File: src/rtl/usb_ctrl_consts.vh
`ifndef USB_CTRL_CONSTS_VH
`define USB_CTRL_CONSTS_VH

// Register indices; byte address is four times the index
`define IDX_FRAME_LOW 8'h31
`define IDX_FRAME_HIGH 8'h32
`define IDX_LINK_CTRL 8'h33
`define IDX_MANUAL_TX 8'h34
`define IDX_PIN_IO 8'h35
`define IDX_EP0_CTRL 8'h36

// Reset values
`define RST_LINK_CTRL 8'h00
`define RST_MANUAL_TX 8'h00
`define RST_PIN_IO_WR 8'h00
`define RST_EP0_CTRL 8'h00
`define RST_FRAME 11'h000

// Link control fields
`define LC_ENABLE 7
`define LC_ADDR_HI 6

// Manual transmit fields
`define MT_ENABLE 7
`define MT_SE0 6
`define MT_LINE 5
`define MT_RX 0

// Pin I/O fields
`define PIO_OVERRIDE 7
`define PIO_PUSHPULL 6
`define PIO_DP_OUT 5
`define PIO_DM_OUT 4
`define PIO_WEAK_PU 3
`define PIO_ATTACH_PU 2
`define PIO_DP_IN 1
`define PIO_DM_IN 0

// Endpoint-zero control fields
`define EP_SETUP 7
`define EP_IN 6
`define EP_OUT 5
`define EP_ACKED 4
`define EP_MODE_HI 3

// Handshake answer codes
`define HS_ACK 2'h0
`define HS_NAK 2'h1
`define HS_STALL 2'h2
`define HS_IGNORE 2'h3

// Default mode-to-handshake table, two bits per mode, mode 0 in the low bits
`define HS_TABLE_DEFAULT 32'hf6a5_9451

`endif

File: src/rtl/usb_device_ctrl_regs.v
`timescale 1ns/10ps
`include "usb_ctrl_consts.vh"

module usb_device_ctrl_regs #(
    parameter [31:0] HS_TABLE = `HS_TABLE_DEFAULT
) (
    input wire pclk,
    input wire presetn,
    input wire psel,
    input wire penable,
    input wire pwrite,
    input wire [7:0] paddr,
    input wire [31:0] pwdata,
    output reg [31:0] prdata,
    output reg pready,
    output reg pslverr,
    input wire sof_valid,
    input wire [10:0] sof_frame,
    input wire bus_reset,
    input wire token_valid,
    input wire [6:0] token_addr,
    input wire setup_token,
    input wire setup_active,
    input wire in_acked,
    input wire out_acked,
    input wire trans_acked,
    input wire eng_update,
    input wire [3:0] eng_mode,
    input wire eng_dp,
    input wire eng_dm,
    input wire eng_oe,
    input wire dp_in,
    input wire dm_in,
    output reg link_enable_r,
    output reg [6:0] device_address_r,
    output reg token_match_r,
    output reg [3:0] ep0_mode_r,
    output reg [1:0] ep0_handshake_r,
    output reg ep0_ctrl_locked_r,
    output reg ep0_data_locked_r,
    output reg dp_out_r,
    output reg dp_oe_r,
    output reg dm_out_r,
    output reg dm_oe_r,
    output reg weak_pullup_r,
    output reg attach_pullup_r
);

    // Table lookup: two bits per mode
    // Mode n sits at bits 2n+1:2n of the table
    function [1:0] hs_of;
        input [31:0] tbl;
        input [3:0] mode;
        begin
            hs_of = tbl[{mode, 1'b0} +: 2];
        end
    endfunction

    // Register index decode from a byte address
    // Low address bits must be zero: only aligned word accesses hit a register
    function is_reg;
        input [7:0] addr;
        input [7:0] idx;
        begin
            is_reg = (addr[1:0] == 2'h0) && (addr[7:2] == idx[5:0]);
        end
    endfunction

    // Stored state and combinational next values
    reg [10:0] frame_r;
    reg [7:0] manual_tx_r;
    reg [7:0] pin_io_r;
    reg [3:0] ep0_flags_r;
    reg dp_nxt;
    reg dp_oe_nxt;
    reg dm_nxt;
    reg dm_oe_nxt;
    reg [31:0] rdata_nxt;
    reg hit;
    // Bus strobes and the live receiver bit
    wire access;
    wire wr;
    wire rd;
    wire ctrl_read;
    wire ctrl_write;
    wire rx_diff;

    // Access phase strobes; a locked control write is dropped without an error
    assign access = psel && penable;
    assign wr = access && pwrite;
    assign rd = access && !pwrite;
    assign ctrl_read = rd && is_reg(paddr, `IDX_EP0_CTRL);
    assign ctrl_write = wr && is_reg(paddr, `IDX_EP0_CTRL) && !ep0_ctrl_locked_r;
    assign rx_diff = dp_in && !dm_in;

    // Frame number capture from each start-of-frame packet
    // Low and high are read separately and may straddle a new frame
    always @(posedge pclk or negedge presetn)
    begin
        if (!presetn)
            frame_r <= `RST_FRAME;
        else if (sof_valid)
            frame_r <= sof_frame;
    end

    // Link control: bus reset beats any firmware write
    // Hardware never loads an address; only a firmware write or a bus reset (to zero) changes it
    always @(posedge pclk or negedge presetn)
    begin
        if (!presetn)
        begin
            link_enable_r <= 1'b0;
            device_address_r <= 7'h00;
        end
        else if (bus_reset)
        begin
            link_enable_r <= 1'b0;
            device_address_r <= 7'h00;
        end
        else if (wr && is_reg(paddr, `IDX_LINK_CTRL))
        begin
            link_enable_r <= pwdata[`LC_ENABLE];
            device_address_r <= pwdata[`LC_ADDR_HI:0];
        end
    end

    // Token filter: disabled link ignores all traffic
    // Registered, so the engine sees the match one cycle after the token
    always @(posedge pclk or negedge presetn)
    begin
        if (!presetn)
            token_match_r <= 1'b0;
        else
            token_match_r <= link_enable_r && token_valid
                             && (token_addr == device_address_r);
    end

    // Software pin control registers; only writable bits are stored
    // Read-only bits are rebuilt from the live pins at read time
    always @(posedge pclk or negedge presetn)
    begin
        if (!presetn)
        begin
            manual_tx_r <= `RST_MANUAL_TX;
            pin_io_r <= `RST_PIN_IO_WR;
        end
        else
        begin
            if (wr && is_reg(paddr, `IDX_MANUAL_TX))
                manual_tx_r <= {pwdata[7:5], 5'h00};
            if (wr && is_reg(paddr, `IDX_PIN_IO))
                pin_io_r <= {pwdata[7:2], 2'h0};
        end
    end

    // Pad drive selection; pin override outranks manual transmit
    // Bit-banged pins and manual transmit can never fight over a pad
    always @*
    begin
        dp_nxt = eng_dp;
        dm_nxt = eng_dm;
        dp_oe_nxt = eng_oe;
        dm_oe_nxt = eng_oe;
        if (pin_io_r[`PIO_OVERRIDE])
        begin
            dp_nxt = pin_io_r[`PIO_DP_OUT];
            dm_nxt = pin_io_r[`PIO_DM_OUT];
            // Open-drain releases a pad whose bit is one
            dp_oe_nxt = pin_io_r[`PIO_PUSHPULL] || !pin_io_r[`PIO_DP_OUT];
            dm_oe_nxt = pin_io_r[`PIO_PUSHPULL] || !pin_io_r[`PIO_DM_OUT];
        end
        else if (manual_tx_r[`MT_ENABLE])
        begin
            // Manual transmit always drives both pads
            dp_oe_nxt = 1'b1;
            dm_oe_nxt = 1'b1;
            if (manual_tx_r[`MT_SE0])
            begin
                dp_nxt = 1'b0;
                dm_nxt = 1'b0;
            end
            else
            begin
                dp_nxt = manual_tx_r[`MT_LINE];
                dm_nxt = !manual_tx_r[`MT_LINE];
            end
        end
    end

    // Registered pad and pull-up outputs
    // Costs a cycle of latency but keeps the pads free of decode glitches
    always @(posedge pclk or negedge presetn)
    begin
        if (!presetn)
        begin
            dp_out_r <= 1'b0;
            dm_out_r <= 1'b0;
            dp_oe_r <= 1'b0;
            dm_oe_r <= 1'b0;
            weak_pullup_r <= 1'b0;
            attach_pullup_r <= 1'b0;
        end
        else
        begin
            dp_out_r <= dp_nxt;
            dm_out_r <= dm_nxt;
            dp_oe_r <= dp_oe_nxt;
            dm_oe_r <= dm_oe_nxt;
            weak_pullup_r <= pin_io_r[`PIO_WEAK_PU];
            attach_pullup_r <= pin_io_r[`PIO_ATTACH_PU];
        end
    end

    // Control/count interlock: engine update sets, control read clears, set wins
    // A read racing an engine update must not lose the new lock
    always @(posedge pclk or negedge presetn)
    begin
        if (!presetn)
            ep0_ctrl_locked_r <= 1'b0;
        else if (eng_update)
            ep0_ctrl_locked_r <= 1'b1;
        else if (ctrl_read)
            ep0_ctrl_locked_r <= 1'b0;
    end

    // Data lock from setup decode; setup flag also blocks data writes
    // A read while setup is still flagged must leave the data locked
    always @(posedge pclk or negedge presetn)
    begin
        if (!presetn)
            ep0_data_locked_r <= 1'b0;
        else if (setup_token || setup_active)
            ep0_data_locked_r <= 1'b1;
        else if (ctrl_read && !ep0_flags_r[3])
            ep0_data_locked_r <= 1'b0;
        else if (ep0_flags_r[3])
            ep0_data_locked_r <= 1'b1;
    end

    // Endpoint-zero status flags and mode; hardware sets win over the write clear
    // A write can never wipe a flag raised in the same cycle
    always @(posedge pclk or negedge presetn)
    begin
        if (!presetn)
        begin
            {ep0_flags_r, ep0_mode_r} <= `RST_EP0_CTRL;
        end
        else
        begin
            if (ctrl_write)
            begin
                ep0_flags_r <= 4'h0;
                ep0_mode_r <= pwdata[`EP_MODE_HI:0];
            end
            if (eng_update)
                ep0_mode_r <= eng_mode;
            if (setup_active)
                ep0_flags_r[3] <= 1'b1;
            if (in_acked)
                ep0_flags_r[2] <= 1'b1;
            if (out_acked)
                ep0_flags_r[1] <= 1'b1;
            if (trans_acked)
                ep0_flags_r[0] <= 1'b1;
        end
    end

    // Handshake answer follows the current mode
    // One cycle behind the mode; the engine must allow for that
    always @(posedge pclk or negedge presetn)
    begin
        if (!presetn)
            ep0_handshake_r <= `HS_IGNORE;
        else
            ep0_handshake_r <= hs_of(HS_TABLE, ep0_mode_r);
    end

    // Read mux; unmapped addresses read zero with an error
    // Shares the address decode with the write path
    always @*
    begin
        hit = 1'b1;
        rdata_nxt = 32'h0000_0000;
        if (is_reg(paddr, `IDX_FRAME_LOW))
            rdata_nxt[7:0] = frame_r[7:0];
        else if (is_reg(paddr, `IDX_FRAME_HIGH))
            rdata_nxt[2:0] = frame_r[10:8];
        else if (is_reg(paddr, `IDX_LINK_CTRL))
            rdata_nxt[7:0] = {link_enable_r, device_address_r};
        else if (is_reg(paddr, `IDX_MANUAL_TX))
            rdata_nxt[7:0] = {manual_tx_r[7:5], 4'h0, rx_diff};
        else if (is_reg(paddr, `IDX_PIN_IO))
            rdata_nxt[7:0] = {pin_io_r[7:2], dp_in, dm_in};
        else if (is_reg(paddr, `IDX_EP0_CTRL))
            rdata_nxt[7:0] = {ep0_flags_r, ep0_mode_r};
        else
            hit = 1'b0;
    end

    // APB answer: no wait states, pready and data valid in the first access cycle
    // Fixed zero-wait answer keeps the slave free of stall logic
    always @(posedge pclk or negedge presetn)
    begin
        if (!presetn)
        begin
            pready <= 1'b0;
            pslverr <= 1'b0;
            prdata <= 32'h0000_0000;
        end
        else
        begin
            pready <= psel && !penable;
            pslverr <= psel && !penable && !hit;
            prdata <= (psel && !penable && !pwrite) ? rdata_nxt : 32'h0000_0000;
        end
    end

endmodule

File: config.mk
export PLATFORM = sky130hd
export DESIGN_NAME = usb_device_ctrl_regs
export DESIGN_NICKNAME = d
export VERILOG_FILES = /design/src/rtl/usb_device_ctrl_regs.v
export VERILOG_INCLUDE_DIRS = /design/src /design/src/rtl
export SDC_FILE = /design/constraint.sdc
export NUM_CORES = 1
export LEC_CHECK = 0
export ABC_AREA = 1
export BUFFER_PORTS_ARGS = -buffer_cell sky130_fd_sc_hd__buf_4
export CORE_MARGIN = 2
export CORE_UTILIZATION = 40
export DETAILED_ROUTE_END_ITERATION = 6
export GPL_TIMING_DRIVEN = 0
export PLACE_DENSITY = 0.76
export RECOVER_POWER = 100
export SLEW_MARGIN = 0
export SYNTH_ARGS = -nofsm -noshare
export SYNTH_HDL_FRONTEND = slang
export SYNTH_SLANG_ARGS = --single-unit
File: constraint.sdc
create_clock -name pclk -period 1.5 [get_ports pclk]
set_input_delay 0.225 -clock pclk [delete_from_list [all_inputs] [get_ports pclk]]
set_output_delay 0.225 -clock pclk [all_outputs]
set_load 0.05 [all_outputs]
==> out/results.txt, run 1 <==
Status: complete, no violations
Syn_area_per_cell: 9.135 um^2
Placed inst area: 0.003885 mm^2
Initial Util: 0.4144
I/O pin count: 138
Number of antenna violations at the first check in global routing: 0
Count of cells along the worst register-to-register path: 4
Synth Instances: 329
CP arrival: 1.12 ns
GRT Total Usage: 0.1881
Number of antenna-violating nets in the routed design: 0
Ordered cell list for the critical path: clkbuf_2
WP depth: 1
Average via count per standard cell: 4.659
Final Hold Vio Count: 0
Routed length per placed instance: 13.17 um
Longest Clk Path Bufs: 2
Die Footprint: 0.008223 mm^2
Min-Delay Path Class: input pin to flop
Highest clock frequency the design can meet: 745.6 MHz
Worst setup startpoint: ep0_handshake_r[0]
Die W: 90.68 um
R2r endpoint: ep0_handshake_r[0]
Placeable Area: 0.007253 mm^2
Fin. max-slew vios: 0
Worst-path clk slew: 0.06 ns
Pin count of the biggest net entering global routing: 58
Total clock buffers created by CTS: 9
RSZ-0062 raised after global routing: false
Minimum setup slack in the final design: 0.1588 ns
Startpoint class of the critical path: flop
Slew at the pin closest to its max-slew limit: 0.8032 ns
Wire length of the first global-routing pass: 12,280 um
Buffers on Ports: 89
NumNets Final: 537
Critical R2R Launch: ep0_mode_r[0]
# placed instances: 540
Setup-violating endpoint count in the final report: 0
Number of setup buffers added after CTS: 0
Buf/Inv on CP: 1
Critical path required time: 1.27 ns
Most instantiated flip-flop cell in the synthesis netlist: dfrtp_1
Overall die height: 90.68 um
DR pass1 iterations: 4
Hold bufs inserted after CTS: 1
Ys async rst share: 1.000
Worst setup path class: flop to output pin
Number of different library cells in the post-synthesis netlist: 44
Kind of capture point of the worst setup path: output pin
Vias after detailed routing: 2,595
Clock sink total: 57
Share of the cycle needed by the critical path after routing: 0.8941
Endpoint of the most critical setup path: ep0_handshake_r[0]
# fillers: 713
H-tree lvl count: 3
Total routed wirelength: 7337 um
Placement-stage worst setup slack: 0.06750 ns
Detailed placer's ending HPWL: 5815 um
Post-route design area: 0.003950 mm^2
Fraction of the yosys area taken by sequential cells: 0.4754
Total of warnings raised by yosys: 0
Post-Syn Area: 0.003005 mm^2
Resize count post-CTS: 0
Number of core rows: 31
Non-filler instance count after layout: 557
Remaining Overflow, GRT: 0
Worst slew slack as a fraction of its limit: 0.4646
Number of global-route vias before repair: 2,627
Final RePlAce weighted congestion: 0.8017
Leakage power summed over all cells: 2.035 nW
Reg-to-reg slack, setup: 0.26 ns
Slowest cell on the critical path: dfstp_2
Max IR drop VDD: 443.5 uV
Ratio of cells with drive above 1 in the final layout: 0.3821
Post-synth EDFFs: 0
Crit path largest cell delay: 0.52 ns
FF+latch count, synth: 57
Clock root buffer master: clkbuf_8
CTS tree: built
Worst skew pair latency: 0.34 ns
Worst setup skew after layout: 0.005023 ns
Inserted Diodes: 0
Time the worst path needs with I/O delays and setup: 1.341 ns
Initial drt markers: 129
Sum of internal, switching and leakage power: 0.003794 W
DRC violations left: 0
Top cell family by delay on the critical path: flip-flops
Max cap viols: 0
TNS Setup: 0 ns
Synth-to-Final Area Change: 31.43%
Total power per unit cell area: 960.5 mW/mm^2
Biggest fanout along the worst timing path: 1
## worst reg2reg max path, stage by stage (launching register included)
cell,delay [ns]
dfrtp_1,0.45
inv_1,0.07
ha_1,0.20
or2_2,0.29
a22oi_1,0.15
## state kept, by name, summed over array words and instances, names as in the netlist, 2 cells and up
signal	flops
ep0_mode_r	4
frame_r	11
manual_tx_r	3
ep0_handshake_r	2
pin_io_r	6
ep0_flags_r	4
prdata	8
device_address_r	7
## cell usage after synthesis (6+ instances only)
cell     number  area [um^2]
a21oi_1      12        60.06
buf_4        24        180.2
dfrtp_1      55         1376
inv_1        34        127.6
inv_2         9        33.78
mux2_2       11        123.9
nand2_1      50        187.7
nand2_2       8        50.05
nand3_1      17        85.08
nor2_1       17        63.81
nor2_2        7        43.79
o21ai_0      18        90.09
o21ai_2       6        52.55
## worst min path at each step
stage	startpoint	end	slack, ns	cells after the start
floorplan	presetn	attach_pullup_r	-0.07	0
global placement	presetn	ep0_flags_r[2]	0.32	1
detailed placement	presetn	pslverr	0.33	1
CTS	in_acked	ep0_flags_r[2]	0.06	2
global route	in_acked	ep0_flags_r[2]	0.07	2
finish	in_acked	ep0_flags_r[2]	0.07	2
## through the flow
stage | hold slack (ns) | util
2_1_floorplan | -0.07059 | -
3_3_place_gp | 0.3246 | 0.5356
3_5_place_dp | 0.3338 | 0.5356
4_1_cts | 0.06198 | 0.5655
5_1_grt | 0.07049 | 0.5446
6_report | 0.06606 | 0.5446
## layer usage
layer,routed length (um),global-route usage
met5,0,0
met1,3176,0.2392
met4,93,0.05128
met3,418,0.05092
met2,3649,0.3153
## cell type report
type                    instances  area, um^2  area share
flip-flops and latches         57        1430      0.3621
multi-input cells             224        1227      0.3107
repair buffers                 90       595.6      0.1508
plain buffers                  28       205.2     0.05195
inverters                      43       161.4     0.04086
clock buffers                  12       155.1     0.03928
well taps                      99       123.9     0.03136
clock inverters                 4       51.30     0.01299
## layout by cell type (no fill, tap or decap), types with 4 or more instances in the layout
master	instances
mux2_2	11
buf_4	77
o21ai_0	24
dfrtp_1	54
inv_1	35
nand3_1	18
nand2_2	6
nor2_1	20
clkbuf_2	34
a21o_1	4
clkbuf_8	11
o211ai_1	5
inv_2	8
nor3_1	8
nand2_1	52
nor2_2	5
conb_1	24
a21oi_1	12
## cell families (layout without fill, tap and decap cells)
group                    Yosys count  in the layout  share of synthesized area
flip-flops                        57             57                     0.4754
XOR/XNOR                           2              2                   0.005830
buffers and inverters             71            177                     0.1241
multiplexers                      12             12                    0.04621
adder cells (fa/ha/maj)            3              3                    0.01249
AO/OA/AOI/OAI                     64             64                     0.1366
other                              1             24                   0.001248
AND/OR/NAND/NOR                  119            119                     0.1982
## power breakdown
part           switching (W)  total, W  internal [W]
Combinational       0.000426  0.000663      0.000236
Sequential         0.0000363   0.00164       0.00161
Clock               0.000631   0.00149      0.000858
Total                0.00109   0.00379       0.00270
(Power assumes the default switching activity.)
==> run 2: changes to the inputs <==
--- a/config.mk
+++ b/config.mk
@@ -7,12 +7,13 @@
 export NUM_CORES = 1
 export LEC_CHECK = 0
 export ABC_AREA = 1
+export ABC_CLOCK_PERIOD_IN_PS = 1200
 export BUFFER_PORTS_ARGS = -buffer_cell sky130_fd_sc_hd__buf_4
 export CORE_MARGIN = 2
 export CORE_UTILIZATION = 40
 export DETAILED_ROUTE_END_ITERATION = 6
 export GPL_TIMING_DRIVEN = 0
-export PLACE_DENSITY = 0.76
+export PLACE_DENSITY = 0.79
 export RECOVER_POWER = 100
 export SLEW_MARGIN = 0
 export SYNTH_ARGS = -nofsm -noshare
==> constraint.sdc (replaced) <==
create_clock -name pclk -period 1.2 [get_ports pclk]
set_input_delay 0.18 -clock pclk [delete_from_list [all_inputs] [get_ports pclk]]
set_output_delay 0.18 -clock pclk [all_outputs]
set_load 0.05 [all_outputs]
==> out/results.txt, run 2 (synthesis gave the netlist of run 1 again) <==
Total power per unit cell area: 1198 mW/mm^2
Max IR drop VDD: 574.7 uV
Most flops, register: frame_r
Average via count per standard cell: 4.732
Clock root buffer master: clkbuf_8
Endpoint of the most critical setup path: ep0_handshake_r[0]
Startpoint class of the critical path: flop
Top Registers: frame_r: 11 flops, prdata: 8 flops, device_address_r: 7 flops
Buffers on Ports: 89
Routed length per placed instance: 13.58 um
Max cap viols: 0
NumNets Final: 540
Final Hold Vio Count: 0
Placeable Area: 0.007253 mm^2
Highest clock frequency the design can meet: 838.6 MHz
DRC violations left: 0
I/O pin count: 138
HP Start: out_acked
Status: complete, no violations
Buf/Inv on CP: 1
Number of flip-flops in the largest register: 11
Vias after detailed routing: 2,650
Synth-to-Final Area Change: 37.34%
Worst setup startpoint: ep0_handshake_r[0]
RSZ-0062 raised after global routing: true
Count of cells along the worst register-to-register path: 4
Crit path largest cell delay: 0.54 ns
Fin. max-slew vios: 0
Slowest cell on the critical path: dfstp_2
Worst-path clk slew: 0.07 ns
Worst setup skew after layout: 0.009084 ns
H-tree lvl count: 3
Initial Util: 0.4144
Commonest cells after routing, fill and taps aside: buf_4, nand2_1, dfrtp_1
Detailed placer's ending HPWL: 5751 um
Clock sink total: 57
Wire length of the first global-routing pass: 12,520 um
Final RePlAce weighted congestion: 0.8241
Sum of internal, switching and leakage power: 0.004946 W
Number of global-route vias before repair: 2,678
Critical path required time: 1.02 ns
Hold Path Depth: 2
R2r endpoint: ep0_handshake_r[0]
Minimum hold slack: 0.03285 ns
Min-Delay Path Class: input pin to flop
Ordered cell list for the critical path: buf_8
Pin count of the biggest net entering global routing: 58
Biggest fanout along the worst timing path: 1
Inserted Diodes: 0
Number of antenna violations at the first check in global routing: 0
Slew at the pin closest to its max-slew limit: 0.7340 ns
GRT Total Usage: 0.1933
Setup-violating endpoint count in the final report: 0
Critical R2R Launch: ep0_mode_r[0]
Time the worst path needs with I/O delays and setup: 1.192 ns
Worst setup path class: flop to output pin
Ratio of cells with drive above 1 in the final layout: 0.4382
WP depth: 1
Initial drt markers: 128
Kind of capture point of the worst setup path: output pin
Overall die height: 90.68 um
DR pass1 iterations: 4
CP arrival: 1.01 ns
Share of the cycle needed by the critical path after routing: 0.9937
# fillers: 659
CTS tree: built
Most common cell after layout, fill and taps aside: buf_4
Worst slew slack as a fraction of its limit: 0.5107
Total clock buffers created by CTS: 9
Total routed wirelength: 7603 um
Die W: 90.68 um
Leakage power summed over all cells: 2.073 nW
Worst skew pair latency: 0.34 ns
Reg-to-reg slack, setup: 0.05 ns
Number of core rows: 31
Number of antenna-violating nets in the routed design: 0
Die Footprint: 0.008223 mm^2
Longest Clk Path Bufs: 2
Remaining Overflow, GRT: 0
Top cell family by delay on the critical path: flip-flops
## run 2: changes by cell type in the layout (fill, tap and decap cells not counted), sizes merged
cell    change
clkinv      -1
buf        +28
clkbuf     -24
## run 2: worst min-delay path by stage
| stage | to |
|---|---|
| floorplan | attach_pullup_r |
| global placement | ep0_flags_r[2] |
| detailed placement | ep0_flags_r[1] |
| CTS | ep0_flags_r[1] |
| global route | ep0_flags_r[2] |
| finish | ep0_flags_r[1] |
## run 2: timing repair
action / 4_1_cts / 5_1_grt
pin swaps: 0 / 1
gates resized for setup: 4 / 8
hold buffers: 1 / 0
buffers inserted: 2 / 2
hold endpoints to repair: 55 / 0
endpoints found under the setup margin: 5 / 8
## run 2: where the power goes
group,internal [W],switching (W),total [W],leakage [nW]
combinational,0.000354,0.000552,0.000906,1.26
sequential,0.00201,0.0000549,0.00207,0.699
clock,0.00119,0.000786,0.00198,0.112
## run 2: final cells by class
cell class | count | area (um^2) | share of cell area
buffer | 27 | 207.7 | 0.05032
clock buffer | 13 | 178.9 | 0.04335
clock inverter | 3 | 46.29 | 0.01122
inverter | 43 | 163.9 | 0.03971
multi-input combinational | 224 | 1295 | 0.3137
sequential | 57 | 1441 | 0.3492
tap | 99 | 123.9 | 0.03001
timing repair buffer | 94 | 670.6 | 0.1625
## run 2: metrics by stage
stage	instances	setup slack, ns	TNS [ns]	area, um^2	utilization
6_report	560	0.007502	0	4128	0.5691
4_1_cts	558	-0.007038	-0.01307	4190	0.5777
5_1_grt	560	-0.02213	-0.1144	4128	0.5691
3_3_place_gp	540	-0.1730	-2.519	3928	0.5415
3_5_place_dp	540	-0.1861	-3.466	3928	0.5415
2_1_floorplan	352	-0.04626	-0.04626	3136	-
## run 2: metal layers
metal,wire length [um],vias to the layer above,track usage
li1,-,1296,-
met4,111,0,0.08462
met2,3741,96,0.3240
met1,3308,1246,0.2444
met3,441,12,0.03422
met5,0,-,0
==> run 3: changes to the inputs <==
==> constraint.sdc (replaced) <==
create_clock -name pclk -period 1.2 [get_ports pclk]
set_input_delay 0.24 -clock pclk [delete_from_list [all_inputs] [get_ports pclk]]
set_output_delay 0.24 -clock pclk [all_outputs]
set_load 0.05 [all_outputs]
==> out/results.txt, run 3 (synthesis gave the netlist of run 1 again) <==
Crit path largest cell delay: 0.54 ns
Fin. max-slew vios: 0
RSZ-0062 raised after global routing: true
DRC violations left: 0
Endpoint of the most critical setup path: ep0_handshake_r[0]
Ratio of cells with drive above 1 in the final layout: 0.4571
Leakage power summed over all cells: 2.119 nW
Average via count per standard cell: 4.731
Time the worst path needs with I/O delays and setup: 1.249 ns
Vias after detailed routing: 2,673
Critical path required time: 0.96 ns
Hold Path Depth: 2
Max IR drop VDD: 567.7 uV
# placed instances: 540
Min-Delay Path Class: input pin to flop
TNS Setup: -0.09865 ns
Biggest fanout along the worst timing path: 1
Minimum setup slack in the final design: -0.04943 ns
Remaining Overflow, GRT: 0
CTS tree: built
Placeable Area: 0.007253 mm^2
Kind of capture point of the worst setup path: output pin
Number of antenna-violating nets in the routed design: 0
Most common cell after layout, fill and taps aside: buf_4
Pin count of the biggest net entering global routing: 58
Worst setup path class: flop to output pin
Startpoint class of the critical path: flop
Setup-violating endpoint count in the final report: 2
Number of global-route vias before repair: 2,697
Routed length per placed instance: 13.60 um
Synth-to-Final Area Change: 42.09%
Share of the cycle needed by the critical path after routing: 1.041
Commonest cells after routing, fill and taps aside: buf_4, nand2_1, dfrtp_1
Slew at the pin closest to its max-slew limit: 0.7181 ns
Worst-path clk slew: 0.07 ns
Final Hold Vio Count: 0
Worst slew slack as a fraction of its limit: 0.5213
Number of core rows: 31
Status: finished with violations
Detailed placer's ending HPWL: 5751 um
Buf/Inv on CP: 1
I/O pin count: 138
# fillers: 633
Sum of internal, switching and leakage power: 0.004972 W
WP depth: 1
Final RePlAce weighted congestion: 0.8241
Slowest cell on the critical path: dfstp_2
GRT Total Usage: 0.1940
Wire length of the first global-routing pass: 12,530 um
Number of antenna violations at the first check in global routing: 0
Highest clock frequency the design can meet: 800.4 MHz
Worst setup skew after layout: 0.009258 ns
Die Footprint: 0.008223 mm^2
Count of cells along the worst register-to-register path: 4
H-tree lvl count: 3
Violated checks: negative setup slack
Total power per unit cell area: 1164 mW/mm^2
Critical R2R Launch: ep0_mode_r[0]
Longest Clk Path Bufs: 2
Initial Util: 0.4144
Inserted Diodes: 0
NumNets Final: 545
DR pass1 iterations: 4
Storage cell area: 0.001441 mm^2
Number of flip-flops in the largest register: 11
Multi-input combinational cell area: 0.001323 mm^2
Initial drt markers: 116
Buffers on Ports: 89
Reg-to-reg slack, setup: 0.01 ns
Total routed wirelength: 7686 um
Clock root buffer master: clkbuf_8
Clock sink total: 57
Max cap viols: 0
Ordered cell list for the critical path: buf_8
Non-filler instance count after layout: 565
Worst setup startpoint: ep0_handshake_r[0]
Most flops, register: frame_r
Worst skew pair latency: 0.33 ns
R2r endpoint: ep0_handshake_r[0]
Top cell family by delay on the critical path: flip-flops
Total clock buffers created by CTS: 9
Die W: 90.68 um
CP arrival: 1.01 ns
Top Registers: frame_r: 11 flops, prdata: 8 flops, device_address_r: 7 flops
Overall die height: 90.68 um
==> run 3: changes by cell type in the layout (fill, tap and decap cells not counted), moves of 2 or more <==
cell      previous run  this run
buf_2               15         2
buf_4               87        93
clkbuf_2             4         1
o21ai_1              4         6
buf_6                3        12
clkbuf_4             6        13
o21ai_0             20        17
nor2_2               8         6
==> run 3: worst register-to-register path, cell delays in order, from the launching register on <==
cell and delay (ns):
dfrtp_2 0.43, clkbuf_2 0.16, ha_4 0.17, or2_4 0.22
a22oi_2 0.14
==> run 3: final cells by class <==
type                    instances  share of cell area
well taps                      99             0.02901
plain buffers                  27             0.04776
inverters                      43             0.03838
clock buffers                  13             0.04190
flip-flops and latches         57              0.3375
clock inverters                 3             0.01084
repair buffers                 99              0.1849
multi-input cells             224              0.3097
==> run 3: how the worst min path moves through the flow <==
stage	start	slack [ns]	end
final	out_acked	0.1	ep0_flags_r[1]
after global routing	in_acked	0.10	ep0_flags_r[2]
after CTS	out_acked	0.09	ep0_flags_r[1]
after detailed placement	presetn	0.35	ep0_flags_r[1]
after global placement	presetn	0.34	ep0_flags_r[2]
after floorplan	presetn	-0.06	attach_pullup_r
==> run 3: power breakdown <==
group          total (W)  switching [W]  internal (W)  leakage (nW)
Sequential       0.00206      0.0000542       0.00201         0.699
Combinational   0.000942       0.000565      0.000378          1.31
Clock            0.00196       0.000776       0.00119         0.112
Total            0.00497        0.00139       0.00358          2.12
==> run 3: repair_timing <==
item,4_1_cts,5_1_grt
buffers inserted,4,5
gates resized for setup,12,16
pin swaps,0,2
endpoints found under the hold margin,55,0
setup endpoints to repair,12,17
hold buffers,1,0
==> run 3: layer usage <==
layer	up-vias	GRT usage	routed length [um]	part of all wire
li1	1298	-	-	-
met3	12	0.03422	531	0.069
met1	1245	0.2449	3205	0.42
met2	118	0.3246	3820	0.50
met5	-	0	0	0
met4	0	0.08718	128	0.017
==> run 3: through the flow <==
stage / hold slack (ns) / setup slack, ns / utilization / cell area (um^2)
after CTS: 0.08524 / -0.06704 / 0.5836 / 4233
final: 0.09588 / -0.04943 / 0.5888 / 4270
after global routing: 0.1050 / -0.08213 / 0.5888 / 4270
after floorplan: -0.05559 / -0.04626 / - / 3136
after global placement: 0.3363 / -0.2330 / 0.5415 / 3928
after detailed placement: 0.3462 / -0.2461 / 0.5415 / 3928
